File: config.mk
export PLATFORM = sky130hd
export DESIGN_NAME = phy_coding
export DESIGN_NICKNAME = d
export VERILOG_FILES = /design/src/rtl/phy_coding_pkg.sv /design/src/rtl/phy_coding.sv
export VERILOG_INCLUDE_DIRS = /design/src /design/src/rtl
export SDC_FILE = /design/constraint.sdc
export NUM_CORES = 1
export LEC_CHECK = 0
export ABC_AREA = 1
export BUFFER_PORTS_ARGS = -buffer_cell sky130_fd_sc_hd__buf_2
export CAP_MARGIN = 25
export CORE_UTILIZATION = 51
export DETAILED_ROUTE_END_ITERATION = 10
export GPL_ROUTABILITY_DRIVEN = 1
export PLACE_DENSITY_LB_ADDON = 0.25
export SETUP_SLACK_MARGIN = 0.2
export SLEW_MARGIN = 20
export SYNTH_ARGS = -nofsm -noshare
export SYNTH_HDL_FRONTEND = slang
export SYNTH_SLANG_ARGS = --single-unit
export TNS_END_PERCENT = 30
File: constraint.sdc
create_clock -name mclk -period 2.1 [get_ports mclk]
set_input_delay 0.21 -clock mclk [delete_from_list [all_inputs] [get_ports mclk]]
set_output_delay 0.21 -clock mclk [all_outputs]
set_load 0.01 [all_outputs]
File: src/rtl/phy_coding_map.svh
`ifndef PHY_CODING_MAP_SVH
`define PHY_CODING_MAP_SVH
`define REG_FBC_OFF  8'h00
`define REG_FC4_OFF  8'h04
`define REG_CBC_OFF  8'h08
`define REG_CC4_OFF  8'h0c
`define REG_ATC_OFF  8'h10
`define REG_STAT_OFF 8'h14
`define BC_FEF_DIS   2
`define BC_DUPLEX    8
`define BC_AN_EN     12
`define BC_SPEED     13
`define PD_BIT       11
`define C4_FEF_DIS   12
`define C4_XO_DIS    10
`define C4_XO_FORCE  9
`define C4_XO_STD    7
`define C4_FLOW      4
`define ATC_LED_LO   6
`define BC_RST       16'h3100
`define C4_RST       16'h0000
`define ATC_RST      16'h0040
`define FEF_ONES     7'h54
`define SCR_SEED     11'h7ff
`define DSC_LOCK     5'h14
`define CLK_MHZ      100
`define XO_WAIT_US   100
`define XO_WAIT_CYC  (`XO_WAIT_US * `CLK_MHZ)
`define CG_IDLE      5'h1f
`define CG_J         5'h18
`define CG_K         5'h11
`define CG_T         5'h0d
`define JK_PAIR      10'h311
`define LVL_ZERO     2'h0
`define LVL_PLUS     2'h1
`define LVL_MINUS    2'h3
`endif

File: src/rtl/phy_coding_pkg.sv
`default_nettype none
package phy_coding_pkg;
   typedef enum logic [2:0] {tx_idle, tx_j, tx_k, tx_data, tx_t, tx_r} tx_state_t;
   typedef enum logic [1:0] {sd_none, sd_fault, sd_signal} sd_class_t;
endpackage
`default_nettype wire

File: src/rtl/phy_coding.sv
// Our own choices: the APB register port and the address map.
`default_nettype none
`include "phy_coding_map.svh"
module phy_coding #(
   parameter int XO_WAIT = `XO_WAIT_CYC
) (
   input  wire logic       mclk,
   input  wire logic       rst,
   input  wire logic       psel,
   input  wire logic       penable,
   input  wire logic       pwrite,
   input  wire logic [7:0] paddr,
   input  wire logic [31:0] pwdata,
   output logic [31:0]     prdata,
   output logic            pready,
   output logic            pslverr,
   input  wire logic       chip_power_down_n,
   input  wire logic       line_clk,
   input  wire logic       sd_above_low,
   input  wire logic       sd_above_high,
   input  wire logic       fiber_speed_select,
   input  wire logic       fiber_rx,
   input  wire logic [1:0] cu_pair1_rx,
   input  wire logic [1:0] cu_pair2_rx,
   input  wire logic       tx_en,
   input  wire logic [3:0] tx_data,
   output logic            tx_take,
   output logic            rx_dv,
   output logic            rx_er,
   output logic            rx_stb,
   output logic [3:0]      rx_data,
   output logic            rx_clk10,
   output logic            rx_bit10,
   output logic [1:0]      cu_pair1_tx,
   output logic [1:0]      cu_pair2_tx,
   output logic            fiber_tx,
   output logic            mdix,
   output logic            an_enable,
   output logic            speed_100,
   output logic            full_duplex,
   output logic            pause_allow,
   output logic            far_end_fault,
   output logic            fiber_pd,
   output logic            copper_pd,
   output logic            chip_off,
   output logic [1:0]      led_drive
);
   function automatic logic [4:0] enc(input logic [3:0] n);
      case (n)
         4'h0: enc = 5'h1e;  4'h1: enc = 5'h09;  4'h2: enc = 5'h14;  4'h3: enc = 5'h15;
         4'h4: enc = 5'h0a;  4'h5: enc = 5'h0b;  4'h6: enc = 5'h0e;  4'h7: enc = 5'h0f;
         4'h8: enc = 5'h12;  4'h9: enc = 5'h13;  4'ha: enc = 5'h16;  4'hb: enc = 5'h17;
         4'hc: enc = 5'h1a;  4'hd: enc = 5'h1b;  4'he: enc = 5'h1c;  default: enc = 5'h1d;
      endcase
   endfunction

   // returns {valid, nibble}
   function automatic logic [4:0] dec(input logic [4:0] g);
      logic [4:0] r;
      r = 5'h00;
      for (int i = 0; i < 16; i++) begin
         if (enc(4'(i)) == g) r = {1'b1, 4'(i)};
      end
      return r;
   endfunction

   function automatic logic mapped(input logic [7:0] a);
      return a <= `REG_STAT_OFF && a[1:0] == 2'h0;
   endfunction

   // pins: 0 pdn, 1 clk, 2 sd low, 3 sd high, 4 speed, 5 fiber rx, 7:6 pair1, 9:8 pair2
   logic [9:0] pin_s1_r, pin_s2_r;
   logic       clk_d_r;
   always_ff @(posedge mclk) begin
      if (rst) begin
         // power-down pin rests high: a low reset value would fake a power-down after reset
         pin_s1_r <= 10'h001;
         pin_s2_r <= 10'h001;
         clk_d_r  <= 1'b0;
      end else begin
         pin_s1_r <= {cu_pair2_rx, cu_pair1_rx, fiber_rx, fiber_speed_select,
                      sd_above_high, sd_above_low, line_clk, chip_power_down_n};
         pin_s2_r <= pin_s1_r;
         clk_d_r  <= pin_s2_r[1];
      end
   end
   logic tick;
   assign tick = pin_s2_r[1] & ~clk_d_r;

   logic reg_rst;
   assign reg_rst = rst | ~pin_s2_r[0];

   phy_coding_pkg::sd_class_t sd_class;
   always_comb begin
      if (pin_s2_r[3])      sd_class = phy_coding_pkg::sd_signal;
      else if (pin_s2_r[2]) sd_class = phy_coding_pkg::sd_fault;
      else                  sd_class = phy_coding_pkg::sd_none;
   end

   // registers
   logic [15:0] fbc_r, fc4_r, cbc_r, cc4_r, atc_r;
   logic        acc;
   assign acc = psel & penable & pready;
   always_ff @(posedge mclk) begin
      if (reg_rst) begin
         fbc_r <= `BC_RST;
         fc4_r <= `C4_RST;
         cbc_r <= `BC_RST;
         cc4_r <= `C4_RST;
         atc_r <= `ATC_RST;
      end else if (acc && pwrite) begin
         case (paddr)
            `REG_FBC_OFF: fbc_r <= pwdata[15:0];
            `REG_FC4_OFF: fc4_r <= pwdata[15:0];
            `REG_CBC_OFF: cbc_r <= pwdata[15:0];
            `REG_CC4_OFF: cc4_r <= pwdata[15:0];
            `REG_ATC_OFF: atc_r <= pwdata[15:0];
            default: ;
         endcase
      end
   end

   logic fiber, fef_on, halt, dsc_lock_r, in_frame_r;
   assign fiber  = sd_class != phy_coding_pkg::sd_none;
   assign fef_on = sd_class == phy_coding_pkg::sd_fault &&
                   !fbc_r[`BC_FEF_DIS] && !fc4_r[`C4_FEF_DIS];
   assign halt   = reg_rst | (fiber ? fiber_pd : copper_pd);

   logic [31:0] rd_val;
   always_comb begin
      case (paddr)
         `REG_FBC_OFF:  rd_val = {16'h0000, fbc_r};
         `REG_FC4_OFF:  rd_val = {16'h0000, fc4_r};
         `REG_CBC_OFF:  rd_val = {16'h0000, cbc_r};
         `REG_CC4_OFF:  rd_val = {16'h0000, cc4_r};
         `REG_ATC_OFF:  rd_val = {16'h0000, atc_r};
         `REG_STAT_OFF: rd_val = {26'h0000000, in_frame_r, dsc_lock_r, mdix,
                                  far_end_fault, fiber, sd_class == phy_coding_pkg::sd_signal};
         default:       rd_val = 32'h00000000;
      endcase
   end

   // one wait state: ready is registered at the end of the first access cycle and seen in the second
   always_ff @(posedge mclk) begin
      if (rst) begin
         pready  <= 1'b0;
         prdata  <= 32'h00000000;
         pslverr <= 1'b0;
      end else begin
         pready <= psel & penable & ~pready;
         if (psel && penable && !pready) begin
            prdata  <= pwrite ? 32'h00000000 : rd_val;
            pslverr <= ~mapped(paddr);
         end
      end
   end

   // port modes
   always_ff @(posedge mclk) begin
      if (reg_rst) begin
         an_enable     <= 1'b0;
         speed_100     <= 1'b0;
         full_duplex   <= 1'b0;
         pause_allow   <= 1'b0;
         far_end_fault <= 1'b0;
         fiber_pd      <= 1'b0;
         copper_pd     <= 1'b0;
         led_drive     <= 2'h0;
      end else begin
         an_enable     <= ~fiber & cbc_r[`BC_AN_EN];
         speed_100     <= fiber ? pin_s2_r[4] : (cbc_r[`BC_AN_EN] | cbc_r[`BC_SPEED]);
         full_duplex   <= fiber ? fbc_r[`BC_DUPLEX] : cbc_r[`BC_DUPLEX];
         pause_allow   <= (fiber ? fc4_r[`C4_FLOW] & fbc_r[`BC_DUPLEX]
                                 : cc4_r[`C4_FLOW] & cbc_r[`BC_DUPLEX]);
         far_end_fault <= fef_on;
         fiber_pd      <= fbc_r[`PD_BIT] | fc4_r[`PD_BIT];
         copper_pd     <= cbc_r[`PD_BIT] | cc4_r[`PD_BIT];
         led_drive     <= atc_r[`ATC_LED_LO+1:`ATC_LED_LO];
      end
   end

   always_ff @(posedge mclk) begin
      if (rst) chip_off <= 1'b0;
      else     chip_off <= ~pin_s2_r[0];
   end

   // transmit
   phy_coding_pkg::tx_state_t tx_state_r, tx_state_nxt;
   logic [4:0]  grp_r, grp_nxt;
   logic [2:0]  bit_cnt_r;
   logic [6:0]  fef_cnt_r;
   logic [10:0] scr_r;
   logic        nrzi_r, take_nxt, fef_idle, tx_nrz, scr_key, tx_scr;
   logic [1:0]  mlt_ph_r, mlt_lvl;

   always_comb begin
      tx_state_nxt = tx_state_r;
      grp_nxt      = `CG_IDLE;
      take_nxt     = 1'b0;
      case (tx_state_r)
         phy_coding_pkg::tx_idle: if (tx_en) begin
            tx_state_nxt = phy_coding_pkg::tx_j;
            grp_nxt      = `CG_J;
         end
         phy_coding_pkg::tx_j: begin
            tx_state_nxt = phy_coding_pkg::tx_k;
            grp_nxt      = `CG_K;
         end
         phy_coding_pkg::tx_k, phy_coding_pkg::tx_data: begin
            if (tx_en) begin
               tx_state_nxt = phy_coding_pkg::tx_data;
               grp_nxt      = enc(tx_data);
               take_nxt     = 1'b1;
            end else begin
               tx_state_nxt = phy_coding_pkg::tx_t;
               grp_nxt      = `CG_T;
            end
         end
         phy_coding_pkg::tx_t: begin
            tx_state_nxt = phy_coding_pkg::tx_r;
            grp_nxt      = 5'h07;
         end
         default: tx_state_nxt = phy_coding_pkg::tx_idle;
      endcase
   end

   assign fef_idle = fiber && fef_on && tx_state_r == phy_coding_pkg::tx_idle;
   assign tx_nrz   = fef_idle ? (fef_cnt_r != `FEF_ONES) : grp_r[4];
   assign scr_key  = scr_r[10] ^ scr_r[8];
   assign tx_scr   = fiber ? tx_nrz : tx_nrz ^ scr_key;

   always_ff @(posedge mclk) begin
      if (halt) begin
         tx_state_r <= phy_coding_pkg::tx_idle;
         grp_r      <= `CG_IDLE;
         bit_cnt_r  <= 3'h0;
         tx_take    <= 1'b0;
      end else begin
         tx_take <= 1'b0;
         if (tick) begin
            if (bit_cnt_r == 3'h4) begin
               tx_state_r <= tx_state_nxt;
               grp_r      <= grp_nxt;
               tx_take    <= take_nxt;
               bit_cnt_r  <= 3'h0;
            end else begin
               grp_r     <= {grp_r[3:0], 1'b0};
               bit_cnt_r <= bit_cnt_r + 3'h1;
            end
         end
      end
   end

   always_ff @(posedge mclk) begin
      if (halt) begin
         fef_cnt_r <= 7'h00;
         scr_r     <= `SCR_SEED;
         nrzi_r    <= 1'b0;
         mlt_ph_r  <= 2'h0;
      end else if (tick) begin
         if (fef_idle) fef_cnt_r <= (fef_cnt_r == `FEF_ONES) ? 7'h00 : fef_cnt_r + 7'h01;
         else          fef_cnt_r <= 7'h00;
         if (!fiber) scr_r <= {scr_r[9:0], scr_key};
         nrzi_r <= nrzi_r ^ tx_scr;
         if (!fiber && tx_scr) mlt_ph_r <= mlt_ph_r + 2'h1;
      end
   end

   always_comb begin
      case (mlt_ph_r)
         2'h1:    mlt_lvl = `LVL_PLUS;
         2'h3:    mlt_lvl = `LVL_MINUS;
         default: mlt_lvl = `LVL_ZERO;
      endcase
   end

   always_ff @(posedge mclk) begin
      if (halt) begin
         cu_pair1_tx <= `LVL_ZERO;
         cu_pair2_tx <= `LVL_ZERO;
         fiber_tx    <= 1'b0;
      end else begin
         cu_pair1_tx <= (fiber || mdix) ? `LVL_ZERO : mlt_lvl;
         cu_pair2_tx <= (fiber || !mdix) ? `LVL_ZERO : mlt_lvl;
         fiber_tx    <= fiber & nrzi_r;
      end
   end

   // receive
   logic [1:0]  rx_lvl, lvl_d_r;
   logic        rx_nrzi_r, nrzi_now, rx_nrz, dkey, plain;
   logic [10:0] dsc_r;
   logic [4:0]  lock_cnt_r, dgrp;
   logic [8:0]  sh_r;
   logic [2:0]  rx_cnt_r;
   assign rx_lvl   = mdix ? pin_s2_r[7:6] : pin_s2_r[9:8];
   assign nrzi_now = fiber ? pin_s2_r[5] : (rx_lvl != lvl_d_r) ^ rx_nrzi_r;
   assign rx_nrz   = nrzi_now ^ rx_nrzi_r;
   assign dkey     = dsc_r[10] ^ dsc_r[8];
   assign plain    = fiber ? rx_nrz : rx_nrz ^ dkey;
   assign dgrp     = dec({sh_r[3:0], plain});

   // descrambler locks by assuming idle ones while it trains
   always_ff @(posedge mclk) begin
      if (halt) begin
         lvl_d_r    <= `LVL_ZERO;
         rx_nrzi_r  <= 1'b0;
         dsc_r      <= `SCR_SEED;
         lock_cnt_r <= 5'h00;
         dsc_lock_r <= 1'b0;
      end else if (tick) begin
         lvl_d_r   <= rx_lvl;
         rx_nrzi_r <= nrzi_now;
         if (fiber) begin
            // unscrambled fiber idle would train the descrambler to all zeros
            dsc_r      <= `SCR_SEED;
            lock_cnt_r <= 5'h00;
            dsc_lock_r <= 1'b0;
         end else begin
            dsc_r <= {dsc_r[9:0], dsc_lock_r ? dkey : ~rx_nrz};
            if (!dsc_lock_r) begin
               lock_cnt_r <= (~rx_nrz == dkey) ? lock_cnt_r + 5'h01 : 5'h00;
               dsc_lock_r <= lock_cnt_r == `DSC_LOCK;
            end
         end
      end
   end

   always_ff @(posedge mclk) begin
      if (halt) begin
         sh_r       <= 9'h000;
         in_frame_r <= 1'b0;
         rx_cnt_r   <= 3'h0;
         rx_dv      <= 1'b0;
         rx_er      <= 1'b0;
         rx_stb     <= 1'b0;
         rx_data    <= 4'h0;
      end else begin
         rx_stb <= 1'b0;
         if (tick && (fiber || dsc_lock_r)) begin
            sh_r <= {sh_r[7:0], plain};
            if (!in_frame_r) begin
               rx_er <= 1'b0;
               if ({sh_r, plain} == `JK_PAIR) begin
                  in_frame_r <= 1'b1;
                  rx_cnt_r   <= 3'h0;
               end
            end else if (rx_cnt_r != 3'h4) begin
               rx_cnt_r <= rx_cnt_r + 3'h1;
            end else begin
               rx_cnt_r <= 3'h0;
               if ({sh_r[3:0], plain} == `CG_T || {sh_r[3:0], plain} == `CG_IDLE) begin
                  in_frame_r <= 1'b0;
                  rx_dv      <= 1'b0;
                  rx_er      <= {sh_r[3:0], plain} == `CG_IDLE;
               end else begin
                  rx_dv   <= 1'b1;
                  rx_data <= dgrp[3:0];
                  rx_er   <= ~dgrp[4];
                  rx_stb  <= 1'b1;
               end
            end
         end
      end
   end

   // 10 Mb/s: line clock carries two half bits per data bit
   logic half_r;
   always_ff @(posedge mclk) begin
      if (halt) begin
         rx_clk10 <= 1'b0;
         half_r   <= 1'b0;
         rx_bit10 <= 1'b0;
      end else if (tick) begin
         rx_clk10 <= ~rx_clk10;
         half_r   <= ~half_r;
         if (half_r && !speed_100)
            rx_bit10 <= fiber ? pin_s2_r[5] : rx_lvl == `LVL_PLUS;
      end
   end

   // crossover: flip pairs after a quiet spell on the receive pair
   logic [$clog2(XO_WAIT+1)-1:0] quiet_r;
   always_ff @(posedge mclk) begin
      if (halt) begin
         quiet_r <= '0;
         mdix    <= 1'b0;
      end else if (fiber) begin
         quiet_r <= '0;
         mdix    <= 1'b0;
      end else if (cc4_r[`C4_XO_DIS]) begin
         quiet_r <= '0;
         mdix    <= cc4_r[`C4_XO_FORCE];
      end else if (tick && rx_lvl != lvl_d_r) begin
         quiet_r <= '0;
      end else if (quiet_r == ($clog2(XO_WAIT+1))'(XO_WAIT)) begin
         quiet_r <= '0;
         if (!cc4_r[`C4_XO_STD] || scr_r[0]) mdix <= ~mdix;
      end else begin
         quiet_r <= quiet_r + 1'b1;
      end
   end
endmodule
`default_nettype wire

# After elaboration in Yosys (flattened, before gate mapping)
# Memories as Yosys holds them, arrays and structs flattened.
# Index checks and enable logic that the tools add are counted.
[totals]
output_inout_bits = 60
romBits = 80
input_bits = 60
memories = 1
elab_cells = 254
regBits = 241
[memory_table]
columns = ["name", "depth", "word_bits", "rd", "rd_clocked_by_memory_dff", "wr", "line_no", "text"]
rows = [
  ["(name not given)", 16, 5, 1, 0, 0, "phy_coding.sv:49", "case (n)"],
]
[op_classes]
bitwise_logic = 37
reduce_logical = 53
mux = 63
magnitude_cmp = 1
add_sub_neg = 6
eq_ne = 45
[op_table]
columns = ["operator", "count"]
rows = [
  ["5-bit two-way mux", 21],
  ["16-bit case mux with 6 select lines", 1],
  ["5-bit == test, first input constant", 11],
  ["32-bit two-way mux", 1],
  ["4-bit by 5-bit == test with 1-bit output, first input constant", 5],
  ["1-bit two-way mux", 25],
  ["2-bit AND reduction", 11],
  ["3-bit two-way mux", 7],
  ["5-bit case mux with 4 select lines", 1],
  ["1-bit inverter", 17],
  ["8-bit by 4-bit == test with 1-bit output, second input constant", 2],
  ["8-bit by 5-bit == test with 1-bit output, second input constant", 2],
  ["14-bit by 1-bit adder with 14-bit output, second input constant", 1],
  ["14-bit == test, second input constant", 1],
  ["7-bit two-way mux", 2],
  ["1-bit logical AND", 12],
  ["3-bit case mux with 4 select lines", 1],
  ["11-bit two-way mux", 1],
  ["10-bit == test, second input constant", 1],
  ["5-bit == test, second input constant", 2],
  ["3-bit AND reduction", 3],
  ["1-bit bitwise AND", 8],
  ["8-bit by 3-bit == test with 1-bit output, second input constant", 1],
  ["8-bit by 5-bit less-or-equal comparator with 1-bit output, second input constant", 1],
  ["30 further kinds", 67],
]

# Logic depth before layout (Yosys ltp)
[logic_depth]
ltp_word = 28
depth_mapped = 17
ltp_nobuf = 16

# Worst setup path before layout
# Ideal clock, no wire load.
[synth_timing]
kind = "flip-flop to flip-flop"
start = "register mdix"
end = "register rx_cnt_r[1]"
t_required_ps = 1986
setup_ps = 114
slack_ps = 305
period_less_slack_ps = 1795
stages_incl_launch_ff = 17
n_path_buf = 1
t_arrival_ps = 1681
cell_sequence = "dfxtp_1 buf_6 nand2_2 nand2_2 nand2_2 nand2_2 nand2_4 o211ai_2 nand2_2 nand2_4 nand3_4 nand4_2 nand2_2 nand2_2 nand2_1 o21ai_1 nor2_1"
[synth_between]
elab_chain_len = 10
[synth_rtl]
columns = ["element", "line_no", "text"]
rows = [
  ["from (decl)", "phy_coding.sv:37", "output logic mdix,"],
  ["from (signal assigned)", "phy_coding.sv:393", "mdix <= cc4_r[`C4_XO_FORCE];"],
  ["from (signal assigned)", "phy_coding.sv:398", "if (!cc4_r[`C4_XO_STD] || scr_r[0]) mdix <= ~mdix;"],
  ["2-bit two-way mux (*)", "phy_coding.sv:296", "assign rx_lvl = mdix ? pin_s2_r[7:6] : pin_s2_r[9:8];"],
  ["2-bit != test (*)", "phy_coding.sv:297", "assign nrzi_now = fiber ? pin_s2_r[5] : (rx_lvl != lvl_d_r) ^ rx_nrzi_r;"],
  ["1-bit bitwise XOR (*)", "phy_coding.sv:297", ""],
  ["1-bit two-way mux (*)", "phy_coding.sv:297", ""],
  ["1-bit bitwise XOR (*)", "phy_coding.sv:298", "assign rx_nrz = nrzi_now ^ rx_nrzi_r;"],
  ["1-bit bitwise XOR", "phy_coding.sv:300", "assign plain = fiber ? rx_nrz : rx_nrz ^ dkey;"],
  ["1-bit two-way mux (*)", "phy_coding.sv:300", ""],
  ["10-bit == test (no source line) (*)", "-", ""],
  ["2-bit nonzero test (no source line) (*)", "-", ""],
  ["2-bit AND reduction (no source line) (*)", "-", ""],
  ["to (signal assigned)", "phy_coding.sv:349", "rx_cnt_r <= rx_cnt_r + 3'h1;"],
  ["to (decl)", "phy_coding.sv:295", "logic [2:0] rx_cnt_r;"],
]
# Every way passes the cells marked *; elsewhere a longest branch is shown, timed or not.
# A chain may end at the register's enable or synchronous reset.

# Final worst setup path
[layout_timing]
start = "register tx_state_r[1]"
end = "register mlt_ph_r[0]"
[layout_between]
elab_chain_len = 7
[layout_rtl]
columns = ["element", "line_no", "text"]
rows = [
  ["from (decl)", "phy_coding.sv:188", "phy_coding_pkg::tx_state_t tx_state_r, tx_state_nxt;"],
  ["from (signal assigned)", "phy_coding.sv:234", "tx_state_r <= phy_coding_pkg::tx_idle;"],
  ["from (signal assigned)", "phy_coding.sv:242", "tx_state_r <= tx_state_nxt;"],
  ["3-bit zero test (*)", "phy_coding.sv:227", "assign fef_idle = fiber && fef_on && tx_state_r == phy_coding_pkg::tx_idle;"],
  ["1-bit logical AND (*)", "phy_coding.sv:227", ""],
  ["1-bit two-way mux (*)", "phy_coding.sv:228", "assign tx_nrz = fef_idle ? (fef_cnt_r != `FEF_ONES) : grp_r[4];"],
  ["1-bit bitwise XOR", "phy_coding.sv:230", "assign tx_scr = fiber ? tx_nrz : tx_nrz ^ scr_key;"],
  ["1-bit two-way mux (*)", "phy_coding.sv:230", ""],
  ["1-bit logical AND (*)", "phy_coding.sv:265", "if (!fiber && tx_scr) mlt_ph_r <= mlt_ph_r + 2'h1;"],
  ["2-bit AND reduction (no source line) (*)", "-", ""],
  ["to (signal assigned)", "phy_coding.sv:265", ""],
  ["to (decl)", "phy_coding.sv:194", "logic [1:0] mlt_ph_r, mlt_lvl;"],
]
# Marked as above.

==> run metrics <==
crit end category=flip-flop; Distinct cells, synth=54; R2R Setup Slk=0.23 ns; total gr overflow=0; first-pass GRT wire length=37.9 mm; Register-to-Register Path Depth=12; Root Driver=clkbuf_16; height of the die=approximately 140 um; design area=0.0116 mm^2; Worst slew margin=0.479; skew final=approximately 0.019 ns; max-slew violations=0; clk sinks=~230; Slowest Stage Delay on Critical Path=around 0.36 ns; Max clock buf depth=3; setup_tns=0 ns; cell count after synthesis=1235; delay-heaviest family, CP=simple AND/OR/NAND/NOR gates; asr flop ratio synth=0; Multi-input gate area=about 0.0042 mm^2; RD Place Congestion=0.877; Max Cap Violations=0; CP most frequent cell=inv_2; area of the mapped netlist=roughly 0.0096 mm^2; PD cells=roughly 790 mW/mm^2; Worst-Skew Late Latency=~0.53 ns; post-DP HPWL=15.4 mm; Post-synth top flop=dfxtp_1; commonest non-fill, non-tap cell in the layout=dfxtp_1; All-Layer GR Usage=0.239; CP max-delay cell=or3_4; DIE AREA=0.0194 mm^2; Critical Path AT=2.27 ns; Total Routed Length=23.7 mm; routed len/inst=about 15 um; critical path launch point=tx_state_r[1]; Num CTS Buffers=25; highest-count cells in the layout ignoring fill and taps=220 x dfxtp_1, 170 x inv_1, 153 x nand2_1; final antenna-violating net count=0; TritonCTS clock tree=built; final hold violation count=0; core area=0.0182 mm^2; Final Cycle Share=0.892; syn avg cell area=7.80 um^2; initial antenna violation count=0; Nets=1434; area delta synth->final=19.9%; Layout Cells excl Fill=1608; Synth warnings=0; Max IR drop VDD=0.771 mV; unrepaired setup endpoints after global routing=yes; Worst path depth=12; final setup fails=0; f_max=534 MHz; R2R Path End=mlt_ph_r[0]; vias in the first global route=7801; top cell type's share of synthesized area=0.467; DIE WIDTH=139 um; Placement Rows=49; number of fill cells=approximately 1600; EDFF count, synth=0; DR iter-0 viols=510; WS Path Type=reg -> reg; placed cell count=1529; area leader, netlist=dfxtp_1; Worst-path clk slew=0.06 ns; Area contributors post-synth=dfxtp_1 47%, inv_1 6.8%, o21ai_0 6.4%; post-layout util=0.635; pin count of the biggest net entering global routing=about 80; #FFs+latches synth=225; Worst Max-Slew Pin Slew=0.780 ns; Residual DRC=0; status=finished, final reports clean; Top Ports=120; Seq/Total Area, Yosys=0.467; DP Area=between 0.01 and 0.015 mm^2; layout cell share with drive strength beyond 1=0.186; Worst Setup EP=mlt_ph_r[0]; port buffer count=just under 90; Reg area=0.00451 mm^2; Vias=around 8600; Final min period=1.87 ns; crit-path cells=nor2_1, inv_2, nor2_4, inv_2, nor2_2, inv_2, nor2_2, a21oi_2, or3_4, nand4_4, xor2_1, nor2_1; CP startpoint kind=flip-flop; Worst EP required=2.50 ns; Hold Path Class=in -> reg; Buf/Inv on CP=3; starting density of the core=0.529; FF-to-FF Start=tx_state_r[1]; drt first pass iters=5; CP max FO=5; H-tree lvl count=1; LEAKAGE=4.74 nW; Pwr Total=around 9 mW; vias per std cell=about 5.3; Diodes inserted=0
## worst min-delay path by stage
| stage | from | endpoint | slack, ns | depth (start not counted) |
|---|---|---|---|---|
| floorplan | chip_power_down_n | pin_s1_r[0] | 0.31 | 1 |
| global placement | pin_s1_r[0] | pin_s2_r[0] | 0.39 | 1 |
| detailed placement | pin_s1_r[0] | pin_s2_r[0] | 0.39 | 1 |
| CTS | pwdata[9] | atc_r[9] | 0.007 | 3 |
| global route | pwdata[9] | atc_r[9] | 0.03 | 3 |
| finish | pwdata[9] | atc_r[9] | 0.01 | 3 |
## state kept, by name, indices dropped and copies added, names as in the netlist, 3 cells and up
register	flops
atc_r	16
cc4_r	16
sh_r	9
fef_cnt_r	7
prdata	16
bit_cnt_r	3
rx_data	4
scr_r	11
rx_cnt_r	3
pin_s2_r	10
quiet_r	14
tx_state_r	3
cbc_r	16
dsc_r	11
grp_r	5
fbc_r	16
pin_s1_r	10
fc4_r	16
lock_cnt_r	5
## kinds of logic after synthesis
logic type	Yosys count	share of synthesized area
buffers and inverters	257	0.112
AO/OA/AOI/OAI	326	0.191
adder cells (fa/ha/maj)	12	0.0156
flip-flops	225	0.467
AND/OR/NAND/NOR	404	0.204
XOR/XNOR	10	0.00909
other	1	0.000389
## cells in the mapped netlist, types with 6 or more instances
library cell and instances:
dfxtp_1 225, inv_1 174, nand2_1 154, o21ai_0 123, a21oi_1 115, nor2_1 107, nand3_1 49, clkbuf_1 39
o22ai_1 33, buf_4 21, nor3_1 19, o221ai_1 14, ha_1 12, nand4_1 12, nand2_2 10, nor2_2 10
o211ai_1 10, inv_2 8, a21oi_2 7, o31ai_1 7, a31oi_1 6
## where the power goes
group          switching [mW]  total [mW]  internal (mW)
combinational           0.356       0.556          0.200
clock                    1.68        4.26           2.58
sequential             0.0335        4.36           4.33
total                    2.07        9.18           7.11
## metal layers
layer,up-vias,GRT usage,wire [um]
met5,-,0,0
met4,0,0.0702,520
met3,50,0.0379,1170
met2,230,0.413,11600
met1,3993,0.307,10400
li1,4309,-,-
## per-stage QoR
step                      hold WS (ns)  worst slack [ns]
final                           0.0130             0.226
after global routing            0.0337             0.102
after CTS                      0.00656             0.174
after detailed placement         0.393             0.113
after global placement           0.393             0.153
after floorplan                  0.314             0.305
## area by class of cell
class,count,share of cell area
Clock buffer,37,0.0650
Clock inverter,7,0.00552
Inverter,186,0.0616
Multi-Input combinational cell,768,0.361
Sequential cell,225,0.390
Tap cell,229,0.0248
Timing Repair Buffer,155,0.0905
Timing Repair inverter,1,0.000650
## worst reg2reg max path, stage by stage (launching register included)
cell     delay [ns]
dfxtp_1        0.33
nor2_1         0.13
inv_2          0.08
nor2_4         0.10
inv_2          0.06
nor2_2         0.13
inv_2          0.07
nor2_2         0.13
a21oi_2        0.07
or3_4          0.36
nand4_4        0.09
xor2_1         0.17
nor2_1         0.06
## repair_timing
| item | in CTS | in global routing |
|---|---|---|
| gates resized for setup | 1 | 28 |
| endpoints found under the setup margin | 12 | 55 |
| hold endpoints to repair | 28 | 0 |
| hold buffers | 25 | 0 |
| buffers inserted | 0 | 9 |
| cloned | 0 | 1 |
| pin swaps | 0 | 10 |
(Power assumes the default switching activity.)
